==> src/verilog/eil_defines.vh <==
// Constants for the external interrupt latch block
`ifndef EIL_DEFINES_VH
`define EIL_DEFINES_VH
`define EIL_ADDR_STATUS_CONTROL 12'h000
`define EIL_ADDR_INT_STATUS     12'h004
`define EIL_ADDR_INT_MASK       12'h008
`define EIL_ADDR_VECTOR         12'h00C
`define EIL_BIT_MODE            0
`define EIL_BIT_MASK            1
`define EIL_BIT_ACK             2
`define EIL_BIT_FLAG            3
`define EIL_BIT_EVENT           0
`define EIL_VEC_ADDR_HI         16'hFFFA
`define EIL_VEC_ADDR_LO         16'hFFFB
`define EIL_VECTOR_RESET        16'h0000
`endif

==> src/verilog/eil_external_interrupt_latch.v <==
// External interrupt latch with APB registers
`timescale 1ns/1ps
`include "eil_defines.vh"

// Two-flop synchroniser; only the second stage leaves this module
// Costs two cycles of latency on every pin change
module eil_sync_cell #(
    parameter [0:0] RESET_LEVEL = 1'b1
) (
    input  wire clock,
    input  wire reset,
    input  wire din,
    output wire dout
);
    reg stage1_r;
    reg stage2_r;

    // Reset to the idle level so release gives no false edge
    always @(posedge clock or posedge reset) begin
        if (reset) begin
            stage1_r <= RESET_LEVEL;
            stage2_r <= RESET_LEVEL;
        end else begin
            stage1_r <= din;
            stage2_r <= stage1_r;
        end
    end

    assign dout = stage2_r;
endmodule // eil_sync_cell

// Edge and level trigger with the latch and its clear rules
// Pulses shorter than one clock period may be missed; level mode
// keeps the request up for as long as the pin stays low
module eil_trigger_latch (
    input  wire clock,
    input  wire reset,
    input  wire pin_sync,
    input  wire level_mode,
    input  wire ack,
    output wire latch,
    output wire latch_next,
    output wire set_event
);
    reg  prev_r;
    reg  latch_r;
    reg  ack_pend_r;
    wire fall;
    wire level_hold;
    wire ack_seen;
    wire clear;
    wire latch_nxt;
    wire ack_pend_nxt;

    // Previous synchronised level, idle high like the pin
    always @(posedge clock or posedge reset) begin
        if (reset) begin
            prev_r <= 1'b1;
        end else begin
            prev_r <= pin_sync;
        end
    end

    assign fall       = prev_r & ~pin_sync;
    assign level_hold = level_mode & ~pin_sync;
    assign ack_seen   = ack | ack_pend_r;

    // Level mode clears only once acknowledge and pin high both seen
    assign clear = level_mode ? (ack_seen & pin_sync) : ack;

    // Set wins over clear so a fresh edge is never lost
    assign latch_nxt = fall | level_hold | (latch_r & ~clear);

    // Acknowledge taken while the pin is still low waits for its rise
    assign ack_pend_nxt = latch_nxt & ~fall & level_mode & ack_seen;

    always @(posedge clock or posedge reset) begin
        if (reset) begin
            latch_r    <= 1'b0;
            ack_pend_r <= 1'b0;
        end else begin
            latch_r    <= latch_nxt;
            ack_pend_r <= ack_pend_nxt;
        end
    end

    assign latch      = latch_r;
    assign latch_next = latch_nxt;
    assign set_event  = fall | (latch_nxt & ~latch_r);
endmodule // eil_trigger_latch

// Sticky event bit, write one to clear; a set in the same cycle wins
// Used for the interrupt status bit
module eil_sticky_flag (
    input  wire clock,
    input  wire reset,
    input  wire raise,
    input  wire clear,
    output wire flag,
    output wire flag_next
);
    reg  flag_r;
    wire flag_nxt;

    assign flag_nxt = raise | (flag_r & ~clear);

    always @(posedge clock or posedge reset) begin
        if (reset) begin
            flag_r <= 1'b0;
        end else begin
            flag_r <= flag_nxt;
        end
    end

    assign flag      = flag_r;
    assign flag_next = flag_nxt;
endmodule // eil_sticky_flag

// Top: register interface, latch, status and CPU side outputs
// Writes commit at the edge that completes the transfer, so a
// stalled master never sees a half-applied write
module eil_external_interrupt_latch #(
    parameter [15:0] VECTOR_DEFAULT = `EIL_VECTOR_RESET
) (
    input  wire        clock,
    input  wire        reset,
    input  wire        psel,
    input  wire        penable,
    input  wire        pwrite,
    input  wire [11:0] paddr,
    input  wire [31:0] pwdata,
    output reg  [31:0] prdata,
    output reg         pready,
    output reg         pslverr,
    input  wire        irq_pin_n,
    input  wire        vector_fetch,
    input  wire        vector_byte_sel,
    input  wire        break_state,
    input  wire        break_clear_enable,
    input  wire        wait_mode,
    input  wire        stop_mode,
    output reg         cpu_request,
    output reg         wakeup,
    output reg  [7:0]  vector_byte,
    output reg         pin_level,
    output reg         irq
);
    // Word offsets; every register is one aligned 32-bit word
    localparam [11:0] ADDR_CTRL   = `EIL_ADDR_STATUS_CONTROL;
    localparam [11:0] ADDR_STATUS = `EIL_ADDR_INT_STATUS;
    localparam [11:0] ADDR_MASK   = `EIL_ADDR_INT_MASK;
    localparam [11:0] ADDR_VECTOR = `EIL_ADDR_VECTOR;

    // Register state
    reg        mode_r;
    reg        mask_r;
    reg        int_mask_r;
    reg [15:0] vector_r;
    reg [31:0] read_word;

    // Bus decode
    wire       access_first;
    wire       access_done;
    wire       wr_done;
    wire       rd_first;
    wire       hit_ctrl;
    wire       hit_status;
    wire       hit_mask;
    wire       hit_vector;
    wire       addr_ok;
    wire       wr_ctrl;
    wire       wr_status;
    wire       wr_mask;
    wire       wr_vector;

    // Latch side
    wire       pin_sync;
    wire       sw_ack_write;
    wire       ack_allowed;
    wire       sw_ack;
    wire       any_ack;
    wire       latch;
    wire       latch_nxt;
    wire       set_event;
    wire       int_status;
    wire       int_status_nxt;
    wire       status_clear;
    wire       request_nxt;
    wire       wake_nxt;

    // First access edge raises pready, completion edge commits
    assign access_first = psel & penable & ~pready;
    assign access_done  = psel & penable & pready;
    assign wr_done      = access_done & pwrite;
    assign rd_first     = access_first & ~pwrite;

    // Address decode
    assign hit_ctrl   = (paddr == ADDR_CTRL);
    assign hit_status = (paddr == ADDR_STATUS);
    assign hit_mask   = (paddr == ADDR_MASK);
    assign hit_vector = (paddr == ADDR_VECTOR);
    assign addr_ok    = hit_ctrl | hit_status | hit_mask | hit_vector;

    // Write strobes, one per register word
    assign wr_ctrl   = wr_done & hit_ctrl;
    assign wr_status = wr_done & hit_status;
    assign wr_mask   = wr_done & hit_mask;
    assign wr_vector = wr_done & hit_vector;

    // Pin synchroniser
    eil_sync_cell #(
        .RESET_LEVEL (1'b1)
    ) u_pin_sync (
        .clock (clock),
        .reset (reset),
        .din   (irq_pin_n),
        .dout  (pin_sync)
    );

    // Break with clear-enable low protects the latch from software
    assign ack_allowed  = ~break_state | break_clear_enable;
    assign sw_ack_write = wr_ctrl & pwdata[`EIL_BIT_ACK];
    assign sw_ack       = sw_ack_write & ack_allowed;
    assign any_ack      = sw_ack | vector_fetch;

    eil_trigger_latch u_trigger (
        .clock      (clock),
        .reset      (reset),
        .pin_sync   (pin_sync),
        .level_mode (mode_r),
        .ack        (any_ack),
        .latch      (latch),
        .latch_next (latch_nxt),
        .set_event  (set_event)
    );

    // Interrupt status bit follows every latch event
    // Clearing it leaves the latch itself untouched
    assign status_clear = wr_status & pwdata[`EIL_BIT_EVENT];

    eil_sticky_flag u_status (
        .clock     (clock),
        .reset     (reset),
        .raise     (set_event),
        .clear     (status_clear),
        .flag      (int_status),
        .flag_next (int_status_nxt)
    );

    // Sensitivity select
    always @(posedge clock or posedge reset) begin
        if (reset) begin
            mode_r <= 1'b0;
        end else if (wr_ctrl) begin
            mode_r <= pwdata[`EIL_BIT_MODE];
        end
    end

    // Request mask
    always @(posedge clock or posedge reset) begin
        if (reset) begin
            mask_r <= 1'b0;
        end else if (wr_ctrl) begin
            mask_r <= pwdata[`EIL_BIT_MASK];
        end
    end

    // Interrupt enable for the irq output
    always @(posedge clock or posedge reset) begin
        if (reset) begin
            int_mask_r <= 1'b0;
        end else if (wr_mask) begin
            int_mask_r <= pwdata[`EIL_BIT_EVENT];
        end
    end

    // Vector word handed to the CPU a byte at a time
    always @(posedge clock or posedge reset) begin
        if (reset) begin
            vector_r <= VECTOR_DEFAULT;
        end else if (wr_vector) begin
            vector_r <= pwdata[15:0];
        end
    end

    // Read mux; acknowledge bit position always reads zero
    always @* begin
        read_word = 32'h00000000;
        case (paddr)
            ADDR_CTRL: begin
                read_word[`EIL_BIT_MODE] = mode_r;
                read_word[`EIL_BIT_MASK] = mask_r;
                read_word[`EIL_BIT_ACK]  = 1'b0;
                read_word[`EIL_BIT_FLAG] = latch;
            end
            ADDR_STATUS: begin
                read_word[`EIL_BIT_EVENT] = int_status;
            end
            ADDR_MASK: begin
                read_word[`EIL_BIT_EVENT] = int_mask_r;
            end
            ADDR_VECTOR: begin
                read_word[15:0] = vector_r;
            end
            default: begin
                read_word = 32'h00000000;
            end
        endcase
    end

    // One wait state: pready and read data follow the first access edge
    // Unmapped words answer with pslverr and ignore writes
    always @(posedge clock or posedge reset) begin
        if (reset) begin
            pready  <= 1'b0;
            pslverr <= 1'b0;
            prdata  <= 32'h00000000;
        end else begin
            pready  <= access_first;
            pslverr <= access_first & ~addr_ok;
            if (rd_first) begin
                prdata <= read_word;
            end else begin
                prdata <= 32'h00000000;
            end
        end
    end

    assign request_nxt = latch_nxt & ~mask_r;
    assign wake_nxt    = request_nxt & (wait_mode | stop_mode);

    // CPU request and wake-up, registered from the next latch value
    always @(posedge clock or posedge reset) begin
        if (reset) begin
            cpu_request <= 1'b0;
            wakeup      <= 1'b0;
        end else begin
            cpu_request <= request_nxt;
            wakeup      <= wake_nxt;
        end
    end

    // Vector byte, high byte at select zero
    // Select is sampled each cycle; the byte stands one cycle later
    always @(posedge clock or posedge reset) begin
        if (reset) begin
            vector_byte <= 8'h00;
        end else if (vector_byte_sel) begin
            vector_byte <= vector_r[7:0];
        end else begin
            vector_byte <= vector_r[15:8];
        end
    end

    // Synchronised pin level for the branch-on-pin instructions
    always @(posedge clock or posedge reset) begin
        if (reset) begin
            pin_level <= 1'b1;
        end else begin
            pin_level <= pin_sync;
        end
    end

    // Level interrupt while an enabled status bit stands
    always @(posedge clock or posedge reset) begin
        if (reset) begin
            irq <= 1'b0;
        end else begin
            irq <= int_status_nxt & int_mask_r;
        end
    end
endmodule // eil_external_interrupt_latch

==> config.mk <==
export PLATFORM = sky130hd
export DESIGN_NAME = eil_external_interrupt_latch
export DESIGN_NICKNAME = d
export VERILOG_FILES = /design/src/verilog/eil_external_interrupt_latch.v
export VERILOG_INCLUDE_DIRS = /design/src /design/src/verilog
export SDC_FILE = /design/constraint.sdc
export NUM_CORES = 1
export LEC_CHECK = 0
export ABC_AREA = 0
export BUFFER_PORTS_ARGS = -buffer_cell sky130_fd_sc_hd__buf_2
export CAP_MARGIN = 30
export CORE_MARGIN = 1.5
export CORE_UTILIZATION = 50
export CTS_CLUSTER_SIZE = 8
export DETAILED_ROUTE_END_ITERATION = 7
export HOLD_SLACK_MARGIN = 0.06
export PLACE_DENSITY = 0.84
export SLEW_MARGIN = 25
export SYNTH_ARGS = -nofsm -noshare
export SYNTH_HDL_FRONTEND = slang
export SYNTH_SLANG_ARGS = --single-unit
==> constraint.sdc <==
create_clock -name clock -period 4.7 [get_ports clock]
set_clock_uncertainty 0.15 [all_clocks]
set_input_delay 0.94 -clock clock [delete_from_list [all_inputs] [get_ports clock]]
set_output_delay 0.94 -clock clock [all_outputs]
set_load 0.005 [all_outputs]
## Yosys cells after proc, flatten, opt, wreduce, memory -nomap -nowiden

Cells that the tools add are included.

| operators by class | value |
|---|---|
| equal/unequal tests | 3 |
| mux-type cells | 6 |
| bitwise gates (word level) | 46 |
| reductions and logical operators | 1 |

Operators with widths:

| operator | count |
|---|---|
| $and A1 B1 Y1 | 25 |
| $eq A12 B4 Y1 const B | 2 |
| $mux W16 | 1 |
| $eq A12 B3 Y1 const B | 1 |
| $logic_not A12 Y1 | 1 |
| $mux W12 | 1 |
| $or A1 B1 Y1 | 11 |
| $not A1 Y1 | 10 |
| $mux W8 | 1 |
| $pmux W3 S2 | 1 |
| $pmux W1 S4 | 1 |
| $mux W1 | 1 |

| storage, ports and cells | value |
|---|---|
| register bits | 70 |
| input port bits | 56 |
| output and inout port bits | 46 |

## Depth between registers and ports, before layout

Gate-level depths: netlist of run 1.

| depth | value |
|---|---|
| depth after elaboration | 17 |
| mapped depth | 5 |
| gate-level depth less buffers | 4 |

## Hierarchy

Synthesis of run 1 repeated with hierarchy kept, for this count alone.

| unflattened totals | value |
|---|---|
| cell total of the unflattened synthesis | 184 |
| area total of the unflattened synthesis | 2290.9 um2 |

By module, submodules not included:

| module | instances | cells an instance | area each (um2) | sequential area each (um2) |
|---|---|---|---|---|
| eil_external_interrupt_latch | 1 | 163 | 2065.7 | 1227.4 |
| eil_trigger_latch | 1 | 14 | 128.9 | 76.3 |
| eil_sync_cell | 1 | 3 | 56.3 | 52.6 |
| eil_sticky_flag | 1 | 4 | 40.0 | 25.0 |

## Worst setup path after synthesis of run 1

OpenSTA, ideal clock, no wires.

| path | value |
|---|---|
| path type | input-to-reg |
| start | in paddr[1] |
| end | reg vector_r[0] |
| library setup time | 0.125 ns |
| data arrival time | 2.101 ns |
| data required time | 4.425 ns |
| slack | 2.324 ns |
| stages | 5 |
| path through | nor4_4 > nand4_4 > nor2_8 > buf_12 > mux2_4 |

| between the ends | value |
|---|---|
| longest elaborated chain between the ends | 2 |

RTL lines:

| item | RTL line | RTL |
|---|---|---|
| start: declaration | eil_external_interrupt_latch.v:130 | `input wire [11:0] paddr,` |
| $eq A12 B4 Y1 | eil_external_interrupt_latch.v:201 | `assign hit_vector = (paddr == ADDR_VECTOR);` |
| $and A1 B1 Y1 | eil_external_interrupt_latch.v:208 | `assign wr_vector = wr_done & hit_vector;` |
| end signal: assignment | eil_external_interrupt_latch.v:282 | `vector_r <= pwdata[15:0];` |
| end: declaration | eil_external_interrupt_latch.v:158 | `reg [15:0] vector_r;` |

Every way passes these cells.
A chain may end at the register's enable or synchronous reset.

## Worst setup path in the final report of run 1

| path | value |
|---|---|
| start | in paddr[1] |
| end | reg prdata[2] |

| between the ends | value |
|---|---|
| longest elaborated chain between the ends | 3 |
| elaborated cells between the ends (all ways) | 4 |
| those cells by class | eq/ne: 1; mux: 2; reduce/logical: 1 |

RTL lines:

| item | RTL line | RTL |
|---|---|---|
| $eq A12 B4 Y1 / $logic_not A12 Y1 (equally long branches) | eil_external_interrupt_latch.v:289 | `case (paddr)` |
| $pmux W3 S2 (*) | eil_external_interrupt_latch.v:289 |  |
| $mux W16 (*) | eil_external_interrupt_latch.v:321 | `if (rd_first) begin` |
| end signal: assignment | eil_external_interrupt_latch.v:322 | `prdata <= read_word;` |
| end: declaration | eil_external_interrupt_latch.v:132 | `output reg [31:0] prdata,` |

Every way passes the cells marked *; elsewhere a longest branch is shown, timed or not.

==> results of run 1 <==
## final cells by class
| class | count | area [um2] | share of cell area [%] |
|---|---|---|---|
| inverter | 6 | 25.02 | 0.9204 |
| tap | 52 | 65.06 | 2.393 |
| sequential | 54 | 1355 | 49.84 |
| timing repair buffer | 69 | 345.3 | 12.70 |
| clock inverter | 2 | 38.79 | 1.427 |
| multi-input combinational | 101 | 820.8 | 30.19 |
| clock buffer | 5 | 68.82 | 2.531 |
## Yosys cell counts, types with 2 or more instances
cell type and n:
sky130_fd_sc_hd__nand3_1 5, sky130_fd_sc_hd__mux2_2 15, sky130_fd_sc_hd__nand2_1 6, sky130_fd_sc_hd__nor2_1 7, sky130_fd_sc_hd__nor3b_1 2, sky130_fd_sc_hd__nor4_4 2
sky130_fd_sc_hd__dfstp_2 3, sky130_fd_sc_hd__mux2_4 10, sky130_fd_sc_hd__buf_4 16, sky130_fd_sc_hd__nor3_1 2, sky130_fd_sc_hd__inv_1 6, sky130_fd_sc_hd__mux2_1 2
sky130_fd_sc_hd__nand4_1 2, sky130_fd_sc_hd__dfrtp_1 51, sky130_fd_sc_hd__clkbuf_1 3, sky130_fd_sc_hd__o21ai_0 2, sky130_fd_sc_hd__and2_1 14, sky130_fd_sc_hd__a21oi_1 3
## power by group
group	switching [W]	total, W	leakage (nW)	internal [W]
clock network	0.000142	0.000299	0.0542	0.000157
registers	0.00000241	0.000472	0.733	0.000470
logic	0.0000310	0.0000516	0.700	0.0000205
## kinds of logic after synthesis
family / after synthesis / share of synthesized area (%)
and+or+nand+nor: 46 / 13.66
muxes: 28 / 15.84
other: 1 / 0.1632
AOI/OAI and AO/OA: 11 / 3.593
buffers and inverters: 27 / 7.784
DFF: 54 / 58.95
## metrics by stage
stage	instances	instance area (um2)	hold WS (ns)	setup slack [ns]
floorplan	182	2355	0.1952	2.300
global placement	282	2609	0.1958	1.921
detailed placement	282	2611	0.2011	1.855
CTS	289	2719	0.2144	2.176
global route	289	2719	0.2173	1.978
finish	289	2719	0.2115	2.191
## worst paths after layout
check                                               from                         to  slack (ns)  cells past startpoint
max reg2reg                             pready$_DFF_PP0_        prdata[2]$_DFF_PP0_        2.67                      4
min reg2reg                u_pin_sync.stage1_r$_DFF_PP1_  u_pin_sync.dout$_DFF_PP1_        0.21                      0
max                                             paddr[1]        prdata[2]$_DFF_PP0_        2.19                      5
min                        u_pin_sync.stage1_r$_DFF_PP1_  u_pin_sync.dout$_DFF_PP1_        0.21                      0
min in group asynchronous                          reset   vector_byte[7]$_DFF_PP0_        0.58                      2
max in group asynchronous                          reset   vector_byte[1]$_DFF_PP0_        3.39                      2
## layer usage
layer | global-route usage, % | vias up | routed length, um
met5 | 0 | - | 0
met4 | 6.709 | 0 | 68
met3 | 5.413 | 6 | 241
met2 | 28.56 | 57 | 2087
met1 | 19.08 | 698 | 1541
li1 | - | 676 | -
## critical path, stage by stage
cell and delay (ns):
sky130_fd_sc_hd__buf_2 0.11, sky130_fd_sc_hd__nor4_4 0.40, sky130_fd_sc_hd__nand4_1 0.27, sky130_fd_sc_hd__nor2_1 0.64, sky130_fd_sc_hd__and2_1 0.23
## layout by cell type, fill, tap and decap left out, types with 3 or more instances in the layout
cell | synthesis | layout
sky130_fd_sc_hd__a21oi_1 | 3 | 3
sky130_fd_sc_hd__and2_1 | 14 | 14
sky130_fd_sc_hd__buf_2 | 1 | 69
sky130_fd_sc_hd__clkbuf_8 | 0 | 5
sky130_fd_sc_hd__conb_1 | 1 | 16
sky130_fd_sc_hd__dfrtp_1 | 51 | 51
sky130_fd_sc_hd__dfstp_2 | 3 | 3
sky130_fd_sc_hd__inv_1 | 6 | 5
sky130_fd_sc_hd__mux2_2 | 15 | 15
sky130_fd_sc_hd__mux2_4 | 10 | 10
sky130_fd_sc_hd__nand2_1 | 6 | 6
sky130_fd_sc_hd__nand3_1 | 5 | 5
sky130_fd_sc_hd__nor2_1 | 7 | 7
==> run summary, run 1 <==
Run status = completed
# resized after CTS = 0
Final hold violations = 0
Netlist area before placement = 2298 um2
Number of standard-cell rows in the floorplan = 24
Leakage power figure = 1.487 nW
Area grow syn2layout = 18.29%
Area share of the largest cell type after synthesis = 55.53%
Post-layout min period = 2.509 ns
Level count of the clock H-tree = 2
Clock-pin slew on the worst setup and hold paths = 0.09 ns
Antenna violations before repair = 0
Pin count of the biggest net entering global routing = 55
Max Cap Viol = 0
Critical path endpoint category = flip-flop
Number of pins exceeding their max-slew limit in the final report = 0
Final core area utilization = 62.01%
Total overflow reported by the global router = 0
Number of buffers inserted by post-CTS setup repair = 0
CTS tree = built
Synth top area cells = sky130_fd_sc_hd__dfrtp_1 56%, sky130_fd_sc_hd__mux2_2 7.3%, sky130_fd_sc_hd__mux2_4 6.5%, sky130_fd_sc_hd__buf_4 5.2%, sky130_fd_sc_hd__and2_1 3.8%
Type of element launching the critical path = primary input
Dpl hpwl = 2.822 mm
Area of the die = 5013 um2
Area of the core = 4384 um2
Initial core utilization = 52.43%
Number of buffers between clock root and the deepest sink = 2
Hold-fix buffer count after cts = 0
Source-to-sink clock delay at the later pin of the worst-skew pair = 0.29 ns
Period utilisation layout = 53.38%
PD cells = 302.6 nW/um2
DRC violation total after the first TritonRoute iteration = 59
Sum of internal, switching and leakage power = 0.0008228 W
Flip-flop and latch count after synthesis = 54
Initial DRT Pass Iterations = 4
Setup repair after global routing missed its margin = no
Data arrival at the endpoint of the critical path = 2.59 ns
Final number of setup-violating endpoints = 0
Die Span X = 70.80 um
I/O Pins = 102
Maximum fanout count along the critical path = 13
Sinks on Clock Net = 54
Most used flip-flop cell after synthesis = sky130_fd_sc_hd__dfrtp_1
Root buffer cell = sky130_fd_sc_hd__clkbuf_8
Layout fillers = 360
DR vias = 1,437
Number of nets with antenna violations after routing = 0
Type of the worst setup path = in2reg
Final wirelength = 3.938 mm
Number of I/O port buffers = 69
Number of enable-type register cells in the synthesized netlist = 0
FFs w/ async S/R, synth = 100.0%
Total CTS buffers = 5
Largest registers = prdata: 16 flops, vector_r: 16 flops, vector_byte: 8 flops
Worst-margin pin slew = 0.7459 ns
Syn. warnings = 0
Overall global routing resource usage = 16.57%
Count of mapped cells out of synthesis = 167
Drc violations = 0
Achievable clock frequency = 0.3986 GHz
Classification of the worst-slack hold path = reg2reg
# nets final = 293
Y dimension of the die = 70.80 um
Worst slew margin relative to its limit = 50.09%
Number of distinct library cell variants in the gate-level netlist after synthesis = 34
Synthesized area divided by synthesized cell count = 13.76 um2
First-pass GRT wire length = 6.417 mm
Part of the Yosys area used for sequential elements = 58.95%
Last weighted congestion value of the routability-driven placer = 0.7540
Fraction of final layout cells with drive strength greater than 1 = 47.26%
Total inserted antenna cells = 0
Cell type with the highest aggregate area in the netlist = sky130_fd_sc_hd__dfrtp_1
Worst VDD drop = 148.1 uV
Routed len/inst = 13.63 um
Crit path required time = 4.79 ns
Vias in the first global route = 1,483
Routed vias/inst = 4.972
Setup TNS = 0 ns
No activity file was read; power rests on OpenSTA's default activity.
==> inputs of run 2 (changes only) <==
- ABC_AREA: 0 -> 1
- CORE_UTILIZATION: 50 -> 42
- PLACE_DENSITY: 0.84 -> 0.75
- clock period: 4.7 -> 2.1 ns (I/O delays scaled with it)
==> run summary, run 2 <==
Worst VDD drop = 284.7 uV (+92%)
Last weighted congestion value of the routability-driven placer = 0.8397 (+11%)
Most used cells in the layout excluding fill and tap cells = 69 x sky130_fd_sc_hd__buf_2, 53 x sky130_fd_sc_hd__nand2_1, 51 x sky130_fd_sc_hd__dfrtp_1, 30 x sky130_fd_sc_hd__inv_1
Initial DRT Pass Iterations = 4 (unchanged)
Final hold violations = 0 (unchanged)
Setup repair after global routing missed its margin = no
Number of standard cells in the layout, taps in and fillers out = 386 (+34%)
Start point of the critical path = paddr[5]
Antenna violations before repair = 0 (unchanged)
Run status = completed
Drc violations = 0 (unchanged)
# resized after CTS = 0 (unchanged)
Post-layout min period = 1.603 ns
Most common cell in the synthesized netlist = sky130_fd_sc_hd__nand2_1
Leakage power figure = 1.557 nW (+4.7%)
Clock-pin slew on the worst setup and hold paths = 0.10 ns (about the same)
Maximum fanout count along the critical path = 27 (+14)
Part of the Yosys area used for sequential elements = 59.31% (+0.36 points)
Area share of the largest cell type after synthesis = 55.86% (+0.33 points)
Capture point of the worst reg-to-reg path = vector_r[14]$_DFFE_PP0P_
Classification of the worst-slack hold path = in2reg
Crit path required time = 2.12 ns (-2.67 ns)
Y dimension of the die = 76.76 um (+8.4%)
Cell type with the highest aggregate area in the netlist = sky130_fd_sc_hd__dfrtp_1
Dpl hpwl = 3.207 mm (+14%)
Count of mapped cells out of synthesis = 238 (+43%)
Total overflow reported by the global router = 0 (unchanged)
Setup TNS = 0 ns (unchanged)
PD cells = 718.5 nW/um2 (+140%)
Number of buffers inserted by post-CTS setup repair = 0 (unchanged)
Hold path start = pwdata[6]
Total CTS buffers = 5 (unchanged)
Type of element launching the critical path = primary input
Total inserted antenna cells = 0 (unchanged)
Most used flip-flop cell after synthesis = sky130_fd_sc_hd__dfrtp_1
Synthesized area divided by synthesized cell count = 9.600 um2 (-30%)
First-pass GRT wire length = 7.038 mm (+9.7%)
Initial core utilization = 44.17% (-8.3 points)
DR vias = 1,745 (+21%)
R2R Setup Slk = 0.59 ns (-2.08 ns)
Most common cell after layout, fill and taps aside = sky130_fd_sc_hd__buf_2
Netlist area before placement = 2285 um2 (-0.60%)
Number of nets with antenna violations after routing = 0 (unchanged)
Worst setup margin = 0.4970 ns (-1.694 ns)
Period utilisation layout = 76.34%
Number of I/O port buffers = 69 (unchanged)
Level count of the clock H-tree = 2 (unchanged)
Final number of setup-violating endpoints = 0 (unchanged)
Max Cap Viol = 0 (unchanged)
Number of pins exceeding their max-slew limit in the final report = 0 (unchanged)
Area of the die = 5891 um2 (+18%)
Fraction of final layout cells with drive strength greater than 1 = 30.38% (-17 points)
Post-placement setup slack = 0.1603 ns (-1.694 ns)
Vias in the first global route = 1,648 (+11%)
Sinks on Clock Net = 54 (unchanged)
Pin count of the biggest net entering global routing = 34 (-38%)
Syn. warnings = 0 (unchanged)
Die Span X = 76.76 um (+8.4%)
Final wirelength = 4.249 mm (+7.9%)
Leading cell types by count after synthesis = 53 x sky130_fd_sc_hd__nand2_1, 51 x sky130_fd_sc_hd__dfrtp_1, 31 x sky130_fd_sc_hd__inv_1, 19 x sky130_fd_sc_hd__nor2_1, 19 x sky130_fd_sc_hd__o21ai_0
Synth top area cells = sky130_fd_sc_hd__dfrtp_1 56%, sky130_fd_sc_hd__nand2_1 8.7%, sky130_fd_sc_hd__buf_4 5.3%, sky130_fd_sc_hd__inv_1 5.1%, sky130_fd_sc_hd__o21ai_0 4.2%
Number of buffers between clock root and the deepest sink = 2 (unchanged)
Placed cells = 376 (+33%)
# nets final = 371 (+27%)
DRC violation total after the first TritonRoute iteration = 59 (unchanged)
CTS tree = built
End point of the critical path = vector_r[14]$_DFFE_PP0P_
Achievable clock frequency = 0.6238 GHz
Final core area utilization = 54.43% (-7.6 points)
Area grow syn2layout = 23.22%
Flip-flop and latch count after synthesis = 54 (unchanged)
Number of enable-type register cells in the synthesized netlist = 0 (unchanged)
Min Hold Slack = 0.1653 ns (-0.04625 ns)
Type of the worst setup path = in2reg
I/O Pins = 102 (unchanged)
Source-to-sink clock delay at the later pin of the worst-skew pair = 0.30 ns (about the same)
Number of cells on the worst reg-to-reg path = 5 (+1)
Number of standard-cell rows in the floorplan = 26 (+8.3%)
Overall global routing resource usage = 15.01% (-1.6 points)
Routed len/inst = 11.01 um (-19%)
FFs w/ async S/R, synth = 100.0% (unchanged)
Critical register-to-register path startpoint = pready$_DFF_PP0_
Routed vias/inst = 4.521 (-9.1%)
Data arrival at the endpoint of the critical path = 1.63 ns (-0.96 ns)
Largest registers = prdata: 16 flops, vector_r: 16 flops, vector_byte: 8 flops
Critical path endpoint category = flip-flop
Number of distinct library cell variants in the gate-level netlist after synthesis = 26 (-24%)
Root buffer cell = sky130_fd_sc_hd__clkbuf_8
Area of the core = 5172 um2 (+18%)
run 2: cell types whose count changed after synthesis, sizes merged, moves of 2 or more:
cell,change
and2,-14
inv,+25
mux2,-26
nand2,+48
nand3,+2
nor2,+14
nor3,+10
nor4,-3
o21ai,+21
run 2: cells by family (layout without fill, tap and decap cells):
logic type             Yosys count  in the layout  share of synthesized area (%)
AOI/OAI and AO/OA               30             30                          7.557
buffers and inverters           52            115                          12.05
DFF                             54             54                          59.31
muxes                            1              1                         0.4928
other                            1             16                         0.1641
and+or+nand+nor                100            100                          20.43
run 2: power by group:
part           switching [W]  internal, W  total, W
logic              0.0000778    0.0000521  0.000130
clock network       0.000322     0.000508  0.000830
registers         0.00000578      0.00106   0.00106
total               0.000405      0.00162   0.00202
run 2: how the worst min path moves through the flow:
stage	to	slack, ns	cells past startpoint
finish	vector_r[6]$_DFFE_PP0P_	0.17	3
global route	vector_r[9]$_DFFE_PP0P_	0.18	3
CTS	vector_r[15]$_DFFE_PP0P_	0.16	3
detailed placement	u_pin_sync.dout$_DFF_PP1_	0.20	0
global placement	u_pin_sync.dout$_DFF_PP1_	0.20	0
floorplan	u_pin_sync.dout$_DFF_PP1_	0.20	0
run 2: what timing repair did:
action,CTS,global route
hold endpoints to repair,22,0
endpoints found under the setup margin,0,0
hold buffers,2,0
run 2: layout make-up:
class,instances,area [um2]
fill,457,2357
sequential,54,1355
multi-input combinational,147,710.7
timing repair buffer,76,402.9
inverter,31,116.4
tap,70,87.58
clock buffer,6,82.58
clock inverter,2,60.06
run 2: metrics by stage:
| step | area, um2 | total power, W |
|---|---|---|
| 2_1_floorplan | 2341 | 0.001164 |
| 3_3_place_gp | 2653 | 0.001209 |
| 3_5_place_dp | 2653 | 0.001213 |
| 4_1_cts | 2815 | 0.002037 |
| 5_1_grt | 2815 | 0.002096 |
| 6_report | 2815 | 0.002023 |
run 2: layer usage:
metal | GRT usage [%] | up-vias | part of all wire (%)
met3 | 4.048 | 5 | 7.4
met5 | 0 | - | 0
li1 | - | 863 | -
met4 | 5.000 | 0 | 0.78
met2 | 25.66 | 68 | 48
met1 | 18.30 | 809 | 44
run 2: worst max-delay path, stage by stage:
cell                      delay [ns]
sky130_fd_sc_hd__buf_2          0.10
sky130_fd_sc_hd__nor2_1         0.09
sky130_fd_sc_hd__nand2_1        0.14
sky130_fd_sc_hd__nor2_8         0.19
sky130_fd_sc_hd__nand4_4        0.17
sky130_fd_sc_hd__nor2_8         0.35
sky130_fd_sc_hd__o21ai_0        0.16
